==> config.mk <==
export PLATFORM = sky130hd
export DESIGN_NAME = three_rail_power_sequencer
export DESIGN_NICKNAME = d
export VERILOG_FILES = /design/src/logic/seq_pkg.sv /design/src/logic/step_timer.sv /design/src/logic/three_rail_power_sequencer.sv
export VERILOG_INCLUDE_DIRS = /design/src /design/src/logic
export SDC_FILE = /design/constraint.sdc
export NUM_CORES = 1
export LEC_CHECK = 0
export ABC_AREA = 1
export ABC_CLOCK_PERIOD_IN_PS = 2100
export BUFFER_PORTS_ARGS = -buffer_cell sky130_fd_sc_hd__buf_4
export CAP_MARGIN = 40
export CORE_MARGIN = 3
export CORE_UTILIZATION = 55
export DETAILED_ROUTE_END_ITERATION = 8
export GPL_TIMING_DRIVEN = 0
export PLACE_DENSITY = 0.73
export SKIP_CTS_REPAIR_TIMING = 1
export SKIP_LAST_GASP = 1
export SYNTH_ARGS = -nofsm -noshare
export SYNTH_HDL_FRONTEND = slang
export SYNTH_SLANG_ARGS = --single-unit
==> constraint.sdc <==
create_clock -name clk -period 2.1 [get_ports clk]
set_input_delay 0.315 -clock clk [delete_from_list [all_inputs] [get_ports clk]]
set_output_delay 0.315 -clock clk [all_outputs]
set_load 0.05 [all_outputs]
==> src/logic/seq_cfg.svh <==
// Build-time timing and sizing constants for the three-rail sequencer.
`ifndef SEQ_CFG_SVH
`define SEQ_CFG_SVH
`define SEQ_CLK_KHZ 20000
`define SEQ_TMR_W 22
`define SEQ_STEP_US_11MS 11000
`define SEQ_STEP_US_30MS 30000
`define SEQ_STEP_US_60MS 60000
`define SEQ_STEP_US_120MS 120000
`define SEQ_STEP_US_2P2MS 2200
`define SEQ_STEP_US_18MS 18000
`define SEQ_FIRST_OFS_US 400
`define SEQ_FIRST_OFS_US_SHORT 70
`define SEQ_RAILS_RESET 3'h0
`define SEQ_RAIL_NONE 2'h3
`endif

==> src/logic/seq_pkg.sv <==
// Types shared by the three-rail sequencer files.
package seq_pkg;
    typedef enum logic [2:0] {
        DLY_11MS, DLY_30MS, DLY_60MS, DLY_120MS, DLY_2P2MS, DLY_18MS
    } delay_option_type;
    typedef enum logic [2:0] {
        ORD_321, ORD_312, ORD_231, ORD_213, ORD_132, ORD_123
    } down_order_type;
    typedef enum logic [1:0] {
        ST_ALL_LOW, ST_UP_RUN, ST_ALL_HIGH, ST_DOWN_RUN
    } seq_state_type;
endpackage : seq_pkg

==> src/logic/step_timer.sv <==
// Down-counting step timer that pulses when a loaded delay has elapsed.
`timescale 1ns/1ps
`include "seq_cfg.svh"
module step_timer (
    input wire logic clk,
    input wire logic rst,
    input wire logic ce,
    input wire logic load,
    input wire logic [`SEQ_TMR_W-1:0] load_val,
    output logic expired
);
    logic [`SEQ_TMR_W-1:0] cnt_q;
    logic expired_q;
    wire logic last_w = (cnt_q == `SEQ_TMR_W'(1));

    // A load of N makes expired pulse exactly N enabled cycles later.
    always_ff @(posedge clk or posedge rst)
    begin
        if (rst)
        begin
            cnt_q <= '0;
            expired_q <= 1'b0;
        end
        else if (ce)
        begin
            if (load)
                cnt_q <= load_val;
            else if (cnt_q != '0)
                cnt_q <= cnt_q - `SEQ_TMR_W'(1);
            expired_q <= last_w && !load;
        end
    end

    assign expired = expired_q;

    property p_expire_after_last;
        @(posedge clk) disable iff (rst)
        $rose(expired_q) |-> $past(last_w) && $past(ce);
    endproperty
    a_expire_after_last : assert property (p_expire_after_last) // see RQ5
        else $error("timer expired without reaching its last count");
endmodule : step_timer

==> src/logic/three_rail_power_sequencer.sv <==
// Three-rail open-drain power-up and power-down sequencer.
// Summary of operation
// RQ1 - Rails stay low until trigger first asserted.
// RQ2 - Power-up starts only on asserted trigger.
// RQ3 - Release rails a, b, c in order, timed.
// RQ4 - Pull rails low singly in build-time order.
// RQ5 - All step delays equal, build-time selected.
// RQ6 - Trigger drop aborts power-up, glitches never advance.
// RQ7 - First delay counts from last rising crossing.
// RQ8 - Mid-sequence change starts opposite sequence from state.
// RQ9 - Rail outputs are open-drain, low or released.
// RQ10 - First delay adds fixed offset to step.
// RQ11 - At most three sequencers chained externally.
// RQ12 - Controller keeps trigger low until supply valid.
// RQ13 - Timing by clock cycles, trigger synchronised first.
`timescale 1ns/1ps
`include "seq_cfg.svh"
module three_rail_power_sequencer #(
    parameter seq_pkg::delay_option_type delay_option = seq_pkg::DLY_11MS,
    parameter seq_pkg::down_order_type down_order = seq_pkg::ORD_321,
    parameter int unsigned step_cycles = (delay_option == seq_pkg::DLY_11MS)
        ? ((`SEQ_STEP_US_11MS * `SEQ_CLK_KHZ + 999) / 1000)
        : (delay_option == seq_pkg::DLY_30MS)
        ? ((`SEQ_STEP_US_30MS * `SEQ_CLK_KHZ + 999) / 1000)
        : (delay_option == seq_pkg::DLY_60MS)
        ? ((`SEQ_STEP_US_60MS * `SEQ_CLK_KHZ + 999) / 1000)
        : (delay_option == seq_pkg::DLY_120MS)
        ? 32'((64'(`SEQ_STEP_US_120MS) * `SEQ_CLK_KHZ + 999) / 1000)
        : (delay_option == seq_pkg::DLY_2P2MS)
        ? ((`SEQ_STEP_US_2P2MS * `SEQ_CLK_KHZ + 999) / 1000)
        : ((`SEQ_STEP_US_18MS * `SEQ_CLK_KHZ + 999) / 1000),
    parameter int unsigned first_offset_cycles =
        (delay_option == seq_pkg::DLY_2P2MS)
        ? ((`SEQ_FIRST_OFS_US_SHORT * `SEQ_CLK_KHZ + 999) / 1000)
        : ((`SEQ_FIRST_OFS_US * `SEQ_CLK_KHZ + 999) / 1000)
) (
    input wire logic clk,
    input wire logic rst,
    input wire logic ce,
    input wire logic trigger_in,
    output logic rail_out_a,
    output logic rail_out_a_oe_n,
    output logic rail_out_b,
    output logic rail_out_b_oe_n,
    output logic rail_out_c,
    output logic rail_out_c_oe_n
);
    // The timer flags one cycle before the rail moves, so it is loaded with
    // one cycle less than the wanted delay.
    localparam logic [`SEQ_TMR_W-1:0] STEP_LOAD = `SEQ_TMR_W'(step_cycles - 1);
    localparam logic [`SEQ_TMR_W-1:0] FIRST_LOAD =
        `SEQ_TMR_W'(step_cycles + first_offset_cycles - 1);

    // Returns the next rail to act on, or none when the sequence is done.
    function automatic logic [1:0] next_rail(
        input logic up,
        input logic [2:0] rel
    );
        logic [5:0] seq;
        logic [1:0] r;
        logic [1:0] pick;
        pick = `SEQ_RAIL_NONE;
        if (up)
            seq = {2'h2, 2'h1, 2'h0};
        else
        begin
            case (down_order)
                seq_pkg::ORD_321: seq = {2'h0, 2'h1, 2'h2};
                seq_pkg::ORD_312: seq = {2'h1, 2'h0, 2'h2};
                seq_pkg::ORD_231: seq = {2'h0, 2'h2, 2'h1};
                seq_pkg::ORD_213: seq = {2'h2, 2'h0, 2'h1};
                seq_pkg::ORD_132: seq = {2'h1, 2'h2, 2'h0};
                default: seq = {2'h2, 2'h1, 2'h0};
            endcase
        end
        for (int i = 2; i >= 0; i--)
        begin
            r = seq[2*i +: 2];
            if (rel[r] != up)
                pick = r;
        end
        return pick;
    endfunction : next_rail

    logic s1_q, s2_q, s3_q, trig_q;
    logic [2:0] rel_q, rel_d;
    seq_pkg::seq_state_type st_q, st_d;
    logic tmr_expired;

    // The pin passes three flops; a new level counts once two agree.
    always_ff @(posedge clk or posedge rst)
    begin
        if (rst)
        begin
            s1_q <= 1'b0;
            s2_q <= 1'b0;
            s3_q <= 1'b0;
            trig_q <= 1'b0;
        end
        else if (ce)
        begin
            s1_q <= trigger_in;
            s2_q <= s1_q;
            s3_q <= s2_q;
            if (s2_q == s3_q) // see RQ13
                trig_q <= s3_q;
        end
    end

    wire logic trig_chg = (s2_q == s3_q) && (s3_q != trig_q);
    wire logic rising_w = trig_chg && s3_q;
    wire logic run_w = (st_q == seq_pkg::ST_UP_RUN) ||
                       (st_q == seq_pkg::ST_DOWN_RUN);
    wire logic up_w = (st_q == seq_pkg::ST_UP_RUN);
    wire logic [1:0] nx_w = next_rail(up_w, rel_q);
    wire logic [2:0] hot_w = 3'h1 << nx_w;
    wire logic [2:0] rel_step = up_w ? (rel_q | hot_w) : (rel_q & ~hot_w);
    wire logic [1:0] nx2_w = next_rail(up_w, rel_step);
    wire logic step_act = run_w && tmr_expired && !trig_chg;
    wire logic step_more = step_act && (nx2_w != `SEQ_RAIL_NONE);
    // Any settled trigger edge aborts the running sequence, and one that leaves a
    // rail to move restarts timing, so a ripple only ever restarts the count.
    wire logic start_w = trig_chg &&
        (next_rail(s3_q, rel_q) != `SEQ_RAIL_NONE); // see RQ6, RQ7, RQ8
    wire logic tmr_load = start_w || step_more;
    wire logic [`SEQ_TMR_W-1:0] tmr_val =
        start_w ? FIRST_LOAD : STEP_LOAD; // see RQ5, RQ10

    always_comb
    begin
        st_d = st_q;
        rel_d = rel_q;
        if (trig_chg)
        begin
            if (!start_w)
                st_d = s3_q ? seq_pkg::ST_ALL_HIGH : seq_pkg::ST_ALL_LOW;
            else if (rising_w) // see RQ2
                st_d = seq_pkg::ST_UP_RUN;
            else
                st_d = seq_pkg::ST_DOWN_RUN; // see RQ8
        end
        else if (step_act)
        begin
            rel_d = rel_step; // see RQ3, RQ4
            if (nx2_w == `SEQ_RAIL_NONE)
                st_d = up_w ? seq_pkg::ST_ALL_HIGH : seq_pkg::ST_ALL_LOW;
        end
    end

    always_ff @(posedge clk or posedge rst)
    begin
        if (rst)
        begin
            st_q <= seq_pkg::ST_ALL_LOW;
            rel_q <= `SEQ_RAILS_RESET; // see RQ1
        end
        else if (ce)
        begin
            st_q <= st_d;
            rel_q <= rel_d;
        end
    end

    step_timer u_timer (
        .clk(clk),
        .rst(rst),
        .ce(ce),
        .load(tmr_load && ce),
        .load_val(tmr_val),
        .expired(tmr_expired)
    );

    // A held rail drives low; a released rail floats to its pull-up.
    assign rail_out_a = rel_q[0]; // see RQ9
    assign rail_out_a_oe_n = rel_q[0];
    assign rail_out_b = rel_q[1];
    assign rail_out_b_oe_n = rel_q[1];
    assign rail_out_c = rel_q[2];
    assign rail_out_c_oe_n = rel_q[2];

    property p_low_until_trigger;
        @(posedge clk) disable iff (rst)
        (st_q == seq_pkg::ST_ALL_LOW && !trig_q) |-> (rel_q == 3'h0);
    endproperty
    a_low_until_trigger : assert property (p_low_until_trigger) // see RQ1
        else $error("rail released while trigger never asserted");

    property p_release_needs_trig;
        @(posedge clk) disable iff (rst)
        (|(rel_q & ~$past(rel_q))) |-> $past(trig_q) && $past(tmr_expired);
    endproperty
    a_release_needs_trig : assert property (p_release_needs_trig) // see RQ2
        else $error("rail released without asserted trigger and timer");

    property p_up_order;
        @(posedge clk) disable iff (rst)
        ($rose(rel_q[1]) |-> rel_q[0]) and ($rose(rel_q[2]) |-> rel_q[1]);
    endproperty
    a_up_order : assert property (p_up_order) // see RQ3
        else $error("rails released out of order");

    property p_one_at_a_time;
        @(posedge clk) disable iff (rst)
        $countones(rel_q ^ $past(rel_q)) <= 1;
    endproperty
    a_one_at_a_time : assert property (p_one_at_a_time) // see RQ4
        else $error("more than one rail changed in one cycle");

    property p_fall_drops_no_trig;
        @(posedge clk) disable iff (rst)
        (|($past(rel_q) & ~rel_q)) |-> !$past(trig_q);
    endproperty
    a_fall_drops_no_trig : assert property (p_fall_drops_no_trig) // see RQ4
        else $error("rail pulled low while trigger asserted");

    property p_edge_restarts_first;
        @(posedge clk) disable iff (rst)
        (ce && start_w) |=> (u_timer.cnt_q == FIRST_LOAD);
    endproperty
    a_edge_restarts_first : assert property (p_edge_restarts_first) // see RQ7
        else $error("trigger edge did not restart the first delay");

    property p_abort_up;
        @(posedge clk) disable iff (rst)
        (ce && st_q == seq_pkg::ST_UP_RUN && trig_chg && start_w)
        |=> (st_q == seq_pkg::ST_DOWN_RUN) && (rel_q == $past(rel_q));
    endproperty
    a_abort_up : assert property (p_abort_up) // see RQ6
        else $error("trigger drop did not abort power-up");

    property p_abort_down;
        @(posedge clk) disable iff (rst)
        (ce && st_q == seq_pkg::ST_DOWN_RUN && trig_chg && start_w)
        |=> (st_q == seq_pkg::ST_UP_RUN) && (rel_q == $past(rel_q));
    endproperty
    a_abort_down : assert property (p_abort_down) // see RQ8
        else $error("trigger rise did not abort power-down");

    property p_sync_agree;
        @(posedge clk) disable iff (rst)
        (trig_q != $past(trig_q)) |-> $past(s2_q == s3_q);
    endproperty
    a_sync_agree : assert property (p_sync_agree) // see RQ13
        else $error("trigger accepted before synchroniser agreed");

    property p_pins_open_drain;
        @(posedge clk) disable iff (rst)
        (rail_out_a_oe_n == rel_q[0]) && (rail_out_b_oe_n == rel_q[1]) &&
        (rail_out_c_oe_n == rel_q[2]) && !(rail_out_a && !rail_out_a_oe_n);
    endproperty
    a_pins_open_drain : assert property (p_pins_open_drain) // see RQ9
        else $error("rail pin drive does not match rail state");
endmodule : three_rail_power_sequencer

==> summary.md <==
| Metric | Value |
|---|---|
| Critical path class | `reg2reg` |
| Routability cong. | `between 0.8 and 0.9` |
| Total gr overflow | `0` |
| Ys async rst share | `between 90% and 100%` |
| Mapped Area | `roughly 0.0022 mm2` |
| DRT antenna net count | `0` |
| Post-Route WL | `between 4 and 5 mm` |
| Area added between synthesis and finish | `11.8%` |
| Finished Layout Cells | `397` |
| Clock latency on the worst-skew pair | `0.29 ns` |
| Worst Skew | `approximately 0.0060 ns` |
| RSZ-0062 raised after global routing | `no` |
| EDFF count, synth | `0` |
| CTS tree | `built` |
| Net Count, Synth | `338` |
| Clock Tree Buf Depth | `2` |
| Vias per inst | `5.15` |
| Nets@finish | `between 300 and 400` |
| Port Buf Inserts | `8` |
| Top-count cell post-synth | `nand2_1` |
| Synth Flop Type | `dfrtp_1` |
| Area contributors post-synth | `dfrtp_1 37%, nand2_1 22%, nor2_1 8.4%` |
| Max H-tree Level | `2` |
| Worst Setup Slack post-DPL | `0.0901 ns` |
| Largest net degree at the start of global routing | `19` |
| Height of the chip | `69.1 um` |
| Die area | `0.00477 mm2` |
| Routed len/inst | `between 10 and 15 um` |
| Worst Setup End Kind | `flop` |
| Fin. Hold Viols | `0` |
| Final Cycle Share | `91.6%` |
| Worst relative slew slack | `54.1%` |
| Crit path DAT | `2.10 ns` |
| CTS Buf Count | `5` |
| Register area share after synthesis | `36.6%` |
| Vias in the first global route | `between 1500 and 2000` |
| Critical path startpoint category | `flop` |
| Clk root buf | `clkbuf_8` |
| Worst-Margin Slew | `0.687 ns` |
| I/O pin cnt | `10` |
| Minimum clock period | `1.92 ns` |
| Antenna violations before repair | `0` |
| First-pass GRT wire length | `between 8 and 9 mm` |
| Sum Neg Setup Slack | `0 ns` |
| Syn Inst Count | `332` |
| Placed Instances | `389` |
| Crit path required time | `~2.3 ns` |
| Yosys top cell area share | `36.6%` |
| CP Launch Point | `u_timer.cnt_q[0]$_DFFE_PP0P_` |
| HP Class | `in2async` |
| Setup ws final | `0.176 ns` |
| Reg-to-Reg Start | `u_timer.cnt_q[0]$_DFFE_PP0P_` |
| Detail Placement HPWL | `3.76 mm` |
| DR iter-0 viols | `between 100 and 150` |
| Die W | `69.1 um` |
| Hold Slack | `0.133 ns` |
| Share of cells above drive strength 1 | `13.2%` |
| Clk slew on worst S/H paths | `~0.07 ns` |
| Diodes inserted | `0` |
| PD cells | `1080 mW/mm2` |
| Synth warn | `0` |
| Cell type with the largest total area after synthesis | `dfrtp_1` |
| Max-cap violations | `0` |
| Final setup vio count | `0` |
| Netlist cell types | `24` |
| Status | `finished, final reports clean` |
| Post-route DRC | `0` |
| Most frequent cells after synthesis | `127 x nand2_1, 49 x nor2_1, 32 x dfrtp_1, 30 x inv_1, 21 x nand3_1` |
| Fmax | `520 MHz` |
| Core Area | `between 0.003 and 0.004 mm2` |
| Syn_area_per_cell | `6.60 um2` |
| Final slew viol count | `0` |
| Max FO, Critical Path | `10` |
| Post-synthesis register bit count | `32` |
| Total vias in the final route | `2045` |
| DR pass1 iterations | `5` |
| Initial Util | `58.5%` |
| Total clock sinks | `32` |
| All-Layer GR Usage | `between 20% and 30%` |
| Maximum vdd drop | `759 uV` |
| Cell Rows | `22` |
| Leak | `between 1 and 1.5 nW` |
[worst max-delay path: stages, from the launching register on]
cell and delay (ns):
dfrtp_1 0.42, inv_2 0.12, ha_2 0.24, nand2_2 0.13
nor2_4 0.15, nand2_1 0.07, nor2_1 0.12, nand3_2 0.12
nand2_4 0.12, inv_2 0.06, buf_6 0.14, nand2_1 0.06
nand2_1 0.05
[power breakdown]
| group | switching [mW] | total, mW | leakage [nW] | internal (mW) |
|---|---|---|---|---|
| clock | 0.235 | 0.587 | 0.0552 | 0.352 |
| combinational | 0.681 | 1.08 | 0.810 | 0.395 |
| sequential | 0.204 | 0.987 | 0.405 | 0.783 |
[per-stage QoR]
stage / total power [mW] / instance area [um2] / utilization [%]
finish: 2.65 / 2450 / 65.4
floorplan: 1.82 / 2190 / -
detailed placement: 2.05 / 2340 / 62.4
CTS: 2.65 / 2440 / 65.3
global placement: 2.02 / 2310 / 61.7
global route: 2.91 / 2450 / 65.4
[path summary, 6_finish.rpt]
path | cells after the start | end | slack (ns)
min in group clk | 3 | s1_q$_DFFE_PP0P_ | 0.22
max | 12 | u_timer.cnt_q[8]$_DFFE_PP0P_ | 0.18
min reg2reg | 2 | s1_q$_DFFE_PP0P_ | 0.48
max reg2reg | 12 | u_timer.cnt_q[8]$_DFFE_PP0P_ | 0.18
min | 2 | u_timer.cnt_q[21]$_DFFE_PP0P_ | 0.13
max in group asynchronous | 3 | u_timer.expired$_DFFE_PP0P_ | 1.44
[layout make-up]
type                            count  area [um2]
Tap cell                           48        60.1
Multi-Input combinational cell    257        1180
Clock buffer                        6        72.6
Buffer                              9        78.8
Clock inverter                      2        35.0
Inverter                           34         128
Timing Repair Buffer                9        87.6
Fill cell                         358        1300
Sequential cell                    32         801
[layer usage]
metal	vias to the layer above	wire (um)	share of wire [%]	track usage, %
met3	6	276	5.6	3.94
met4	0	52	1.1	6.07
met5	-	0	0	0
met2	45	2130	43	34.1
li1	1067	-	-	-
met1	927	2460	50	33.9
[layout by cell type (no fill, tap or decap), drive strengths merged]
master / netlist / routed
nand2: 132 / 132
nor2: 54 / 54
inv: 34 / 34
dfrtp: 32 / 32
nand3: 23 / 23
o21ai: 23 / 23
buf: 9 / 18
nand4: 8 / 8
clkbuf: 0 / 6
xor2: 4 / 4
xnor2: 4 / 4
or2: 3 / 3
a21oi: 2 / 2
ha: 2 / 2
a32o: 1 / 1
nand3b: 1 / 1
bufinv: 0 / 1
clkinv: 0 / 1
[registers in the layout, indices dropped and copies added (netlist names)]
name / count
u_timer.cnt_q: 22
s3_q: 1
s2_q: 1
s1_q: 1
trig_q: 1
st_q: 2
u_timer.expired: 1
rel_q: 3
[cell families after synthesis]
kind of cell,Yosys count,synth area share [%]
adder cells (fa/ha/maj),2,1.14
flip-flops,32,36.6
AND/OR/NAND/NOR,221,43.5
XOR/XNOR,8,3.20
AO/OA/AOI/OAI,26,6.17
buffers and inverters,43,9.43
Power figures use the tool's default switching activity.
